## config.mk

```make
export PLATFORM = sky130hd
export DESIGN_NAME = ecp_parallel_port
export DESIGN_NICKNAME = d
export VERILOG_FILES = /design/src/hdl/ecp_pkg.sv /design/src/hdl/ecp_parallel_port.sv
export SDC_FILE = /design/constraint.sdc
export NUM_CORES = 1
export LEC_CHECK = 0
export BUFFER_PORTS_ARGS = -buffer_cell sky130_fd_sc_hd__buf_2
export CAP_MARGIN = 15
export CORE_MARGIN = 10
export CORE_UTILIZATION = 55
export DETAILED_ROUTE_END_ITERATION = 7
export PLACE_DENSITY = 0.76
export REMOVE_ABC_BUFFERS = 1
export SLEW_MARGIN = 0
export SYNTH_ARGS = -nofsm -noshare
export SYNTH_HDL_FRONTEND = slang
export SYNTH_SLANG_ARGS = --single-unit
```

## constraint.sdc

```tcl
create_clock -name clk -period 6.5 [get_ports clk]
set_input_delay 1.3 -clock clk [delete_from_list [all_inputs] [get_ports clk]]
set_output_delay 1.3 -clock clk [all_outputs]
set_load 0.02 [all_outputs]
```

## src/hdl/ecp_pkg.sv

```systemverilog
// ecp_pkg: shared constants and types of the parallel host port
// assumes: one 125 MHz clock, 8-bit host register port
`default_nettype none

package ecp_pkg;

  // ------------------------------------------------------------------
  // register offsets (host address, 11 bits)
  // ------------------------------------------------------------------
  localparam logic [10:0] OFF_DATA = 11'h000;
  localparam logic [10:0] OFF_DSR  = 11'h001;
  localparam logic [10:0] OFF_DCR  = 11'h002;
  localparam logic [10:0] OFF_FIFO = 11'h400;
  localparam logic [10:0] OFF_CFGB = 11'h401;
  localparam logic [10:0] OFF_ECR  = 11'h402;

  // ------------------------------------------------------------------
  // field positions and reset values
  // ------------------------------------------------------------------
  localparam int DCR_STROBE = 0;
  localparam int DCR_AUTOFD = 1;
  localparam int DCR_INIT   = 2;
  localparam int DCR_SELIN  = 3;
  localparam int DCR_ACKIEN = 4;
  localparam int DCR_DIR    = 5;
  localparam int ECR_NERR   = 4;
  localparam int ECR_DMA    = 3;
  localparam int ECR_SVC    = 2;
  localparam int RLE_FLAG   = 7;

  localparam logic [7:0] DATA_RST  = 8'h00;
  localparam logic [5:0] DCR_RST   = 6'h00;
  localparam logic [7:0] ECR_RST   = 8'h14;
  localparam logic [7:0] CONFIG_A_VAL = 8'h10;

  // ------------------------------------------------------------------
  // port modes
  // ------------------------------------------------------------------
  localparam logic [2:0] MODE_STD  = 3'h0;
  localparam logic [2:0] MODE_BIDI = 3'h1;
  localparam logic [2:0] MODE_COMPAT_DATA_FIFO = 3'h2;
  localparam logic [2:0] MODE_ECP  = 3'h3;
  localparam logic [2:0] MODE_EPP  = 3'h4;
  localparam logic [2:0] MODE_TEST = 3'h6;
  localparam logic [2:0] MODE_CFG  = 3'h7;

  // ------------------------------------------------------------------
  // fifo shape and timing
  // ------------------------------------------------------------------
  localparam int FIFO_DEPTH = 16;
  localparam int FIFO_WIDTH = 9;
  localparam int CLK_NS     = 8;
  localparam int STB_NS     = 500;
  localparam logic [6:0] STB_CYC = 7'((STB_NS + CLK_NS - 1) / CLK_NS);

  typedef enum logic [2:0] {
    HS_IDLE  = 3'b000,
    HS_FSET  = 3'b001,
    HS_FSTB  = 3'b010,
    HS_FREL  = 3'b011,
    HS_RREQ  = 3'b100,
    HS_RPUSH = 3'b101,
    HS_RACKW = 3'b110
  } ecp_hs_t;

  typedef struct packed {
    logic [7:0] data;
    logic [5:0] dcr;
    logic [2:0] mode;
    logic       nerr;
    logic       dma_en;
    logic       svc;
    ecp_hs_t    hs;
    logic [6:0] cnt;
    logic [7:0] run;
    logic [7:0] rbyte;
    logic       rtag;
    logic       rle_pend;
    logic       ftag;
    logic [7:0] last_rd;
    logic [7:0] rdata;
    logic [7:0] pd_out;
    logic       pd_oe_n;
    logic       strobe_n;
    logic       autofd_n;
    logic       init_n;
    logic       selectin_n;
    logic       irq;
    logic       ack_d;
    logic       dma_req;
  } ecp_state_t;

endpackage

`default_nettype wire

```

## src/hdl/ecp_parallel_port.sv

```systemverilog
// ecp_parallel_port: host register port, shared fifo and peripheral handshakes
// assumes: host strobes and all pin inputs are synchronous to clk
`default_nettype none

// ------------------------------------------------------------------
// fifo
// ------------------------------------------------------------------
module ecp_fifo #(
  parameter int WIDTH = 9,
  parameter int DEPTH = 16
) (
  input  wire logic             clk,
  input  wire logic             rst_n,
  input  wire logic             flush,
  input  wire logic             in_valid,
  output logic                  in_ready,
  input  wire logic [WIDTH-1:0] in_data,
  output logic                  out_valid,
  input  wire logic             out_ready,
  output logic [WIDTH-1:0]      out_data,
  output logic                  full,
  output logic                  empty
);
  localparam int AW = $clog2(DEPTH);

  typedef struct packed {
    logic [DEPTH-1:0][WIDTH-1:0] mem;
    logic [AW-1:0]               wp;
    logic [AW-1:0]               rp;
    logic [AW:0]                 cnt;
  } ecp_fifo_st_t;

  ecp_fifo_st_t st_reg;
  ecp_fifo_st_t st_next;
  logic         push;
  logic         pop;

  assign full      = st_reg.cnt == (AW+1)'(DEPTH);
  assign empty     = st_reg.cnt == '0;
  assign in_ready  = !full;
  assign out_valid = !empty;
  assign out_data  = st_reg.mem[st_reg.rp];

  always_comb
  begin
    st_next = st_reg;
    push    = in_valid && in_ready;
    pop     = out_valid && out_ready;
    if (flush)
    begin
      st_next.wp  = '0;
      st_next.rp  = '0;
      st_next.cnt = '0;
    end
    else
    begin
      if (push)
      begin
        st_next.mem[st_reg.wp] = in_data;
        st_next.wp = st_reg.wp + AW'(1);
      end
      if (pop)
        st_next.rp = st_reg.rp + AW'(1);
      st_next.cnt = st_reg.cnt + (AW+1)'(push) - (AW+1)'(pop);
    end
  end

  always_ff @(posedge clk or negedge rst_n)
  begin
    if (!rst_n)
      st_reg <= '0;
    else
      st_reg <= st_next;
  end

  a_fifo_hold: assert property (@(posedge clk) disable iff (!rst_n)
    (full && !out_ready && !flush) |=> (full && st_reg.cnt == $past(st_reg.cnt)))
    else $error("full fifo changed without a pop");
  a_fifo_bound: assert property (@(posedge clk) disable iff (!rst_n)
    st_reg.cnt <= (AW+1)'(DEPTH))
    else $error("fifo count above depth");
endmodule // ecp_fifo

// ------------------------------------------------------------------
// top
// ------------------------------------------------------------------
module ecp_parallel_port (
  input  wire logic        clk,
  input  wire logic        reset_n,
  input  wire logic [10:0] io_addr,
  input  wire logic        io_rd,
  input  wire logic        io_wr,
  input  wire logic [7:0]  io_wdata,
  output logic [7:0]       io_rdata,
  input  wire logic        dma_ack,
  output logic             dma_req,
  output logic             irq,
  input  wire logic [7:0]  pd_in,
  output logic [7:0]       pd_out,
  output logic             pd_oe_n,
  output logic             strobe_n,
  output logic             autofd_n,
  output logic             init_n,
  output logic             selectin_n,
  input  wire logic        ack_n,
  input  wire logic        busy,
  input  wire logic        perror,
  input  wire logic        select,
  input  wire logic        fault_n,
  input  wire logic        unused_tie_low
);
  logic [1:0]          rst_sync;
  logic                rst_n;
  ecp_pkg::ecp_state_t st_reg;
  ecp_pkg::ecp_state_t st_next;
  logic                f_in_valid;
  logic                f_in_ready;
  logic [8:0]          f_in_data;
  logic                f_out_valid;
  logic                f_out_ready;
  logic [8:0]          f_out_data;
  logic                f_full;
  logic                f_empty;
  logic                f_flush;

  function automatic logic hit(input logic [10:0] a, input logic [10:0] off);
    hit = (a == off);
  endfunction

  // ------------------------------------------------------------------
  // reset release
  // ------------------------------------------------------------------
  always_ff @(posedge clk or negedge reset_n)
  begin
    if (!reset_n)
      rst_sync <= 2'h0;
    else
      rst_sync <= {rst_sync[0], 1'b1};
  end
  assign rst_n = rst_sync[1];

  ecp_fifo #(
    .WIDTH (ecp_pkg::FIFO_WIDTH),
    .DEPTH (ecp_pkg::FIFO_DEPTH)
  ) u_fifo (
    .clk       (clk),
    .rst_n     (rst_n),
    .flush     (f_flush),
    .in_valid  (f_in_valid),
    .in_ready  (f_in_ready),
    .in_data   (f_in_data),
    .out_valid (f_out_valid),
    .out_ready (f_out_ready),
    .out_data  (f_out_data),
    .full      (f_full),
    .empty     (f_empty)
  );

  // ------------------------------------------------------------------
  // next state
  // ------------------------------------------------------------------
  always_comb
  begin
    logic m_ecp;
    logic m_cf;
    logic m_test;
    logic fwd;
    logic rev;
    logic wr_fifo;
    logic wr_afifo;
    logic rd_fifo;
    logic [7:0] pop_byte;
    m_ecp    = st_reg.mode == ecp_pkg::MODE_ECP;
    m_cf     = st_reg.mode == ecp_pkg::MODE_COMPAT_DATA_FIFO;
    m_test   = st_reg.mode == ecp_pkg::MODE_TEST;
    fwd      = m_cf || (m_ecp && !st_reg.dcr[ecp_pkg::DCR_DIR]);
    rev      = m_ecp && st_reg.dcr[ecp_pkg::DCR_DIR];
    wr_fifo  = io_wr && (dma_ack || (hit(io_addr, ecp_pkg::OFF_FIFO) && (m_cf || m_ecp || m_test)));
    wr_afifo = io_wr && !dma_ack && hit(io_addr, ecp_pkg::OFF_DATA) && m_ecp;
    rd_fifo  = io_rd && (dma_ack || (hit(io_addr, ecp_pkg::OFF_FIFO) && (m_ecp || m_test)));
    pop_byte = f_out_valid ? f_out_data[7:0] : st_reg.last_rd;
    st_next  = st_reg;
    f_flush  = 1'b0;
    f_in_valid  = 1'b0;
    f_in_data   = {1'b0, io_wdata};
    f_out_ready = 1'b0;

    // host side fifo traffic; a full fifo silently drops the write
    if (wr_fifo || wr_afifo)
    begin
      f_in_valid = 1'b1;
      f_in_data  = {wr_afifo, io_wdata};
    end
    if (rd_fifo)
    begin
      f_out_ready    = 1'b1;
      st_next.last_rd = pop_byte;
    end

    // register reads
    if (io_rd)
    begin
      st_next.rdata = 8'h00;
      if (rd_fifo)
        st_next.rdata = pop_byte;
      else if (hit(io_addr, ecp_pkg::OFF_DATA))
        st_next.rdata = pd_in;
      else if (hit(io_addr, ecp_pkg::OFF_DSR))
        st_next.rdata = {!busy, ack_n, perror, select, fault_n, 3'h0};
      else if (hit(io_addr, ecp_pkg::OFF_DCR))
        st_next.rdata = {2'h0, st_reg.dcr};
      else if (hit(io_addr, ecp_pkg::OFF_ECR))
        st_next.rdata = {st_reg.mode, st_reg.nerr, st_reg.dma_en, st_reg.svc, f_full, f_empty};
      else if (st_reg.mode == ecp_pkg::MODE_CFG && hit(io_addr, ecp_pkg::OFF_FIFO))
        st_next.rdata = ecp_pkg::CONFIG_A_VAL;
      else if (st_reg.mode == ecp_pkg::MODE_CFG && hit(io_addr, ecp_pkg::OFF_CFGB))
        st_next.rdata = {1'b0, st_reg.irq, 6'h00};
    end

    // register writes
    if (io_wr && !dma_ack)
    begin
      if (hit(io_addr, ecp_pkg::OFF_DATA) && !m_ecp)
        st_next.data = io_wdata;
      if (hit(io_addr, ecp_pkg::OFF_DCR))
        st_next.dcr = io_wdata[5:0];
      if (hit(io_addr, ecp_pkg::OFF_ECR))
      begin
        st_next.mode   = io_wdata[7:5];
        st_next.nerr   = io_wdata[ecp_pkg::ECR_NERR];
        st_next.dma_en = io_wdata[ecp_pkg::ECR_DMA];
        st_next.svc    = io_wdata[ecp_pkg::ECR_SVC];
        f_flush = (io_wdata[7:5] == ecp_pkg::MODE_STD) || (io_wdata[7:5] == ecp_pkg::MODE_BIDI);
      end
    end

    // link handshake
    case (st_reg.hs)
      ecp_pkg::HS_IDLE:
      begin
        if (fwd && f_out_valid && !busy && !rd_fifo)
        begin
          f_out_ready    = 1'b1;
          st_next.pd_out = f_out_data[7:0];
          st_next.ftag   = f_out_data[8];
          st_next.autofd_n = !f_out_data[8];
          st_next.hs     = ecp_pkg::HS_FSET;
        end
        else if (rev && !perror && f_in_ready && !f_in_valid)
        begin
          st_next.autofd_n = 1'b0;
          st_next.hs       = ecp_pkg::HS_RREQ;
        end
      end
      ecp_pkg::HS_FSET:
      begin
        st_next.strobe_n = 1'b0;
        st_next.cnt      = ecp_pkg::STB_CYC;
        st_next.hs       = ecp_pkg::HS_FSTB;
      end
      ecp_pkg::HS_FSTB:
      begin
        if (st_reg.cnt != 7'h00)
          st_next.cnt = st_reg.cnt - 7'h01;
        if ((m_ecp && busy) || (!m_ecp && st_reg.cnt == 7'h00))
        begin
          st_next.strobe_n = 1'b1;
          st_next.hs       = ecp_pkg::HS_FREL;
        end
      end
      ecp_pkg::HS_FREL:
      begin
        if (!busy)
          st_next.hs = ecp_pkg::HS_IDLE;
      end
      ecp_pkg::HS_RREQ:
      begin
        if (!ack_n)
        begin
          st_next.autofd_n = 1'b1;
          st_next.rbyte    = pd_in;
          st_next.rtag     = !busy;
          if (!busy && !pd_in[ecp_pkg::RLE_FLAG])
          begin
            st_next.run      = {1'b0, pd_in[6:0]} + 8'h01;
            st_next.rle_pend = 1'b1;
            st_next.hs       = ecp_pkg::HS_RACKW;
          end
          else
          begin
            st_next.run      = st_reg.rle_pend ? st_reg.run : 8'h01;
            st_next.rle_pend = 1'b0;
            st_next.hs       = ecp_pkg::HS_RPUSH;
          end
        end
      end
      ecp_pkg::HS_RPUSH:
      begin
        f_in_valid = 1'b1;
        f_in_data  = {st_reg.rtag, st_reg.rbyte};
        if (f_in_ready)
        begin
          st_next.run = st_reg.run - 8'h01;
          if (st_reg.run == 8'h01)
            st_next.hs = ecp_pkg::HS_RACKW;
        end
      end
      ecp_pkg::HS_RACKW:
      begin
        if (ack_n)
          st_next.hs = ecp_pkg::HS_IDLE;
      end
      default:
        st_next.hs = ecp_pkg::HS_IDLE;
    endcase

    // pin drive per mode
    st_next.selectin_n = !st_reg.dcr[ecp_pkg::DCR_SELIN];
    st_next.init_n     = st_reg.dcr[ecp_pkg::DCR_INIT];
    if (!m_ecp && !m_cf)
    begin
      st_next.strobe_n = !st_reg.dcr[ecp_pkg::DCR_STROBE];
      st_next.autofd_n = !st_reg.dcr[ecp_pkg::DCR_AUTOFD];
      st_next.pd_out   = st_reg.data;
      st_next.hs       = ecp_pkg::HS_IDLE;
      st_next.pd_oe_n  = (st_reg.mode == ecp_pkg::MODE_STD) ? 1'b0
                         : st_reg.dcr[ecp_pkg::DCR_DIR];
    end
    else if (m_cf)
    begin
      st_next.autofd_n = !st_reg.dcr[ecp_pkg::DCR_AUTOFD];
      st_next.pd_oe_n  = 1'b0;
    end
    else
    begin
      st_next.selectin_n = 1'b1;
      st_next.init_n     = !st_reg.dcr[ecp_pkg::DCR_DIR];
      st_next.pd_oe_n    = !(!st_reg.dcr[ecp_pkg::DCR_DIR] && perror);
      if (st_reg.hs == ecp_pkg::HS_FSET || st_reg.hs == ecp_pkg::HS_FSTB)
        st_next.autofd_n = !st_reg.ftag;
    end

    // fault is only a hint; direction stays under host control
    st_next.ack_d   = ack_n;
    st_next.irq     = (!st_reg.nerr && !fault_n && !st_reg.dcr[ecp_pkg::DCR_DIR])
                      || (st_reg.dcr[ecp_pkg::DCR_ACKIEN] && ack_n && !st_reg.ack_d);
    st_next.dma_req = st_reg.dma_en && ((fwd && !f_full) || (rev && !f_empty));
  end

  always_ff @(posedge clk or negedge rst_n)
  begin
    if (!rst_n)
    begin
      st_reg            <= '0;
      st_reg.data       <= ecp_pkg::DATA_RST;
      st_reg.dcr        <= ecp_pkg::DCR_RST;
      st_reg.mode       <= ecp_pkg::ECR_RST[7:5];
      st_reg.nerr       <= ecp_pkg::ECR_RST[ecp_pkg::ECR_NERR];
      st_reg.dma_en     <= ecp_pkg::ECR_RST[ecp_pkg::ECR_DMA];
      st_reg.svc        <= ecp_pkg::ECR_RST[ecp_pkg::ECR_SVC];
      st_reg.hs         <= ecp_pkg::HS_IDLE;
      st_reg.strobe_n   <= 1'b1;
      st_reg.autofd_n   <= 1'b1;
      st_reg.selectin_n <= 1'b1;
      st_reg.ack_d      <= 1'b1;
    end
    else
      st_reg <= st_next;
  end

  assign io_rdata   = st_reg.rdata;
  assign dma_req    = st_reg.dma_req;
  assign irq        = st_reg.irq;
  assign pd_out     = st_reg.pd_out;
  assign pd_oe_n    = st_reg.pd_oe_n;
  assign strobe_n   = st_reg.strobe_n;
  assign autofd_n   = st_reg.autofd_n;
  assign init_n     = st_reg.init_n;
  assign selectin_n = st_reg.selectin_n;

  // ------------------------------------------------------------------
  // checks
  // ------------------------------------------------------------------
  a_selin_ecp: assert property (@(posedge clk) disable iff (!rst_n)
    (st_reg.mode == ecp_pkg::MODE_ECP) |=> selectin_n)
    else $error("nselectin low in ecp mode");
  a_pd_forward: assert property (@(posedge clk) disable iff (!rst_n)
    ($past(st_reg.mode) == ecp_pkg::MODE_ECP && !pd_oe_n) |-> ($past(perror) && init_n))
    else $error("data driven outside forward state");
  a_init_dir: assert property (@(posedge clk) disable iff (!rst_n)
    ($past(st_reg.mode) == ecp_pkg::MODE_ECP) |-> (init_n == !$past(st_reg.dcr[5])))
    else $error("ninit does not follow direction");
  a_strobe_src: assert property (@(posedge clk) disable iff (!rst_n)
    ($fell(strobe_n) && ($past(st_reg.mode) == ecp_pkg::MODE_COMPAT_DATA_FIFO
     || $past(st_reg.mode) == ecp_pkg::MODE_ECP)) |-> $past(st_reg.hs == ecp_pkg::HS_FSET))
    else $error("strobe without a fifo byte");
  a_strobe_lock: assert property (@(posedge clk) disable iff (!rst_n)
    (st_reg.hs == ecp_pkg::HS_FSTB && st_reg.mode == ecp_pkg::MODE_ECP && busy)
    |=> (strobe_n && st_reg.hs == ecp_pkg::HS_FREL))
    else $error("strobe not released on busy");
  a_rle_count: assert property (@(posedge clk) disable iff (!rst_n)
    (st_reg.hs == ecp_pkg::HS_RPUSH && f_in_ready) |=> (st_reg.run == $past(st_reg.run) - 8'h01))
    else $error("run-length repeat miscounted");
  a_rev_req: assert property (@(posedge clk) disable iff (!rst_n)
    (st_reg.hs == ecp_pkg::HS_RREQ && !ack_n) |=> (autofd_n && st_reg.hs != ecp_pkg::HS_RREQ))
    else $error("reverse request not closed on nack");
  a_fwd_tag: assert property (@(posedge clk) disable iff (!rst_n)
    (st_reg.hs == ecp_pkg::HS_FSTB && st_reg.mode == ecp_pkg::MODE_ECP
     && $past(st_reg.mode) == ecp_pkg::MODE_ECP) |-> (autofd_n == !st_reg.ftag))
    else $error("nautofd does not mark byte type");
  a_err_irq: assert property (@(posedge clk) disable iff (!rst_n)
    (!st_reg.nerr && !fault_n && !st_reg.dcr[5]) |=> irq)
    else $error("fault did not raise interrupt");
  a_fault_hint: assert property (@(posedge clk) disable iff (!rst_n)
    (!fault_n && !io_wr) |=> $stable(st_reg.dcr))
    else $error("fault changed direction");
  a_dsr_read: assert property (@(posedge clk) disable iff (!rst_n)
    (io_rd && !dma_ack && io_addr == ecp_pkg::OFF_DSR)
    |=> (io_rdata == {!$past(busy), $past(ack_n), $past(perror), $past(select),
                      $past(fault_n), 3'h0}))
    else $error("status read wrong");
endmodule // ecp_parallel_port

`default_nettype wire

```

==> implementation parameters <==
Parameter                              Value

Outcome
  Status    finished clean

Clock network
  Hold_buf cts    0
  Maximum level of the CTS H-tree    1
  Buffers from clock root to sink, at most    3
  Total clock buffers created by CTS    25
  Resized cells post-CTS    0
  Cell at the root of the clock tree    sky130_fd_sc_hd__clkbuf_16
  TritonCTS clock tree    built
  Worst-Skew Late Latency    roughly 520 ps
  # Post-CTS Setup Buffers    0
  Clk slew on worst S/H paths    ~70 ps
  Clock sink count    240

Floorplan
  FP Rows    54
  Chip width    between 150 and 200 um
  Initial standard-cell utilization of the core    between 50% and 60%
  Core region area    ~22000 um^2
  I/O pin total    between 60 and 70
  Area of the die    29000 um^2
  Overall die height    170 um

Critical path
  Slack of the worst reg-to-reg path    2890 ps
  Crit end category    flop
  Type of element launching the critical path    input pin
  Reg-to-reg critical path startpoint    st_reg[59]$_DFFE_PN0P_
  Critical Path AT    approximately 4400 ps
  Required time at the worst-slack endpoint    ~7000 ps
  Max FO, Critical Path    13
  Endpoint of the worst-slack reg-to-reg timing path    u_fifo.st_reg[4]$_DFF_PN0_
  Critical path startpoint    io_addr[0]
  Count of cells along the worst register-to-register path    11
  CP Capture Point    u_fifo.st_reg[4]$_DFF_PN0_
  Type of the worst setup path    input pin to flop

Timing
  Slew of the pin with the lowest slew margin    1200 ps
  FMAX    249 MHz
  Final count of negative-setup-slack endpoints    0
  Tightest hold margin    350 ps
  Hold Violations, Final    0
  Worst clock skew    between 10 and 15 ps
  Setup repair after global routing missed its margin    false
  Post-layout min period    around 4000 ps
  Worst relative slew slack    roughly a fifth
  Max Slew Vio Count    0
  Final worst path period share    between 60 and 70%

Power
  Power density relative to cell area    around 400 nW/um^2
  Leakage dissipation    about 6.0 nW
  Worst vdd ir    roughly 220 uV

Finish
  Ratio of cells with drive above 1 in the final layout    between 30% and 40%
  Commonest non-fill, non-tap cell in the layout    sky130_fd_sc_hd__dfrtp_1
  Max reg flops    roughly 160
  Final nets    roughly 1100
  Combined area of the multi-input logic cells    5960 um^2
  Area added between synthesis and finish    9.68%
  Number of standard cells in the final layout excluding fillers    1351
  Layout filler cell count    1716
  Number of diodes    0
  Commonest cells after routing, fill and taps aside    sky130_fd_sc_hd__dfrtp_1, sky130_fd_sc_hd__mux2_2, sky130_fd_sc_hd__nand2_1, sky130_fd_sc_hd__buf_2, sky130_fd_sc_hd__o21ai_0
  Sequential Area    ~6000 um^2

Logic synthesis
  Cell area after synthesis    between 10000 and 15000 um^2
  Syn. warnings    0
  Dominant register cell in the synthesized netlist    sky130_fd_sc_hd__dfrtp_1
  Synthesized area divided by synthesized cell count    around 12 um^2
  Synthesized instance count    slightly above 1000
  Number of enable flip-flop cells after synthesis    0
  Async set-or-reset flop fraction in the synthesized netlist    100%
  #FFs+latches synth    240
  Sequential-to-total area share from yosys stat    approximately 48%
  Number of different library cells in the post-synthesis netlist    73

Min path
  Kind of path behind the tightest hold check    flop to async pin

Global routing
  Total grt overflow    0
  Global-route wire length before repair    around 47 mm
  Number of global-route vias before repair    between 8000 and 9000
  Initial antenna violation count    0
  Gr usage total    about 20%
  Maximum number of pins on one net before global-route repair    193

Drt
  Antenna Nets Post-Route    0
  Sum of routed wire length over all layers    just under 30 mm
  1st-pass router iterations    6
  Vias after detailed routing    between 8000 and 9000
  Routed wirelength normalized by instance count    approximately 22 um
  Detailed Route Iter0 Violations    813
  Detail-routed via count per cell    about 6.2
  Final routed DRC violation total    0

Placed design
  Total half-perimeter wirelength after legalization and detailed placement    19.7 mm
  Number of buffers inserted by port buffering    59
  GPL Wtd Cong    around 0.94
  # placed instances    1305

Job
  Maximum Capacitance Violations    0
==> layout make-up <==
type	count	area share, %
Inverter	28	0.771
Sequential cell	240	44.1
Clock inverter	11	0.844
Multi-Input combinational cell	691	43.7
Clock buffer	34	5.27
Timing Repair Buffer	67	2.70
Tap cell	280	2.57
==> logic make-up (layout without fill, tap and decap cells) <==
group / after synthesis / count (layout) / synth area share [%]
simple gates: 256 / 256 / 12.3
flops: 240 / 240 / 48.4
compound gates: 155 / 155 / 8.17
xor+xnor: 16 / 16 / 1.13
fa+ha+maj: 17 / 17 / 1.77
other cells: 1 / 1 / 0.0302
mux: 246 / 246 / 24.3
buf+inv: 103 / 140 / 3.92
==> worst min-delay path by stage <==
stage / to / slack (ps) / cells past startpoint
floorplan: rst_sync[1]$_DFF_PN0_ / 330 / 0
global placement: rst_sync[1]$_DFF_PN0_ / 340 / 0
detailed placement: rst_sync[1]$_DFF_PN0_ / 340 / 0
CTS: rst_sync[1]$_DFF_PN0_ / 360 / 0
global route: rst_sync[1]$_DFF_PN0_ / 370 / 0
finish: u_fifo.st_reg[93]$_DFFE_PN0P_ / 350 / 0
==> where the power goes <==
group / switching [mW] / internal [mW] / leakage, nW
Sequential: 0.364 / 1.98 / 3.04
Clock: 0.587 / 0.856 / 0.421
Combinational: 0.752 / 0.851 / 2.58
==> metrics by stage <==
step	setup TNS [ps]	util (%)	power, mW	worst slack (ps)	instance area, um^2
3_5_place_dp	0	58.1	3.94	1990	12800
4_1_cts	0	61.9	5.41	2530	13600
2_1_floorplan	-156570	-	3.47	-673	12100
5_1_grt	0	61.9	5.68	2320	13600
3_3_place_gp	0	58.1	3.86	2060	12800
6_report	0	61.9	5.39	2490	13600
==> metal layers <==
layer	share of wire, %	global-route usage (%)
met2	45	31.0
met5	0	0
met3	5.3	3.66
met4	3.0	7.17
met1	46	28.0
==> critical path, cell delays in order <==
cell                       delay (ps)
sky130_fd_sc_hd__buf_2            220
sky130_fd_sc_hd__nor3_2           100
sky130_fd_sc_hd__and3_1           210
sky130_fd_sc_hd__a21o_2           280
sky130_fd_sc_hd__a221oi_4         990
sky130_fd_sc_hd__nor2_1            90
sky130_fd_sc_hd__ha_1             270
sky130_fd_sc_hd__fa_1             410
sky130_fd_sc_hd__a21oi_1          140
sky130_fd_sc_hd__nor2_1            50
sky130_fd_sc_hd__nor2_1           110
sky130_fd_sc_hd__xnor2_1          120
sky130_fd_sc_hd__nor2_1            60
==> synth_stat cells, drive strengths merged, types with 7 or more instances <==
library cell | instances | area (um^2)
a21oi | 29 | 145
a221oi | 18 | 164
a22oi | 10 | 75.1
a31oi | 7 | 43.8
buf | 35 | 233
clkbuf | 40 | 150
dfrtp | 234 | 5860
ha | 16 | 200
inv | 27 | 101
mux2 | 182 | 2120
mux2i | 43 | 430
mux4 | 21 | 473
nand2 | 86 | 323
nand3 | 22 | 110
nor2 | 42 | 158
nor2b | 17 | 106
nor3 | 22 | 115
nor4 | 23 | 405
o21ai | 51 | 255
xnor2 | 9 | 78.8
xor2 | 7 | 61.3
No activity file was read; power rests on OpenSTA's default activity.
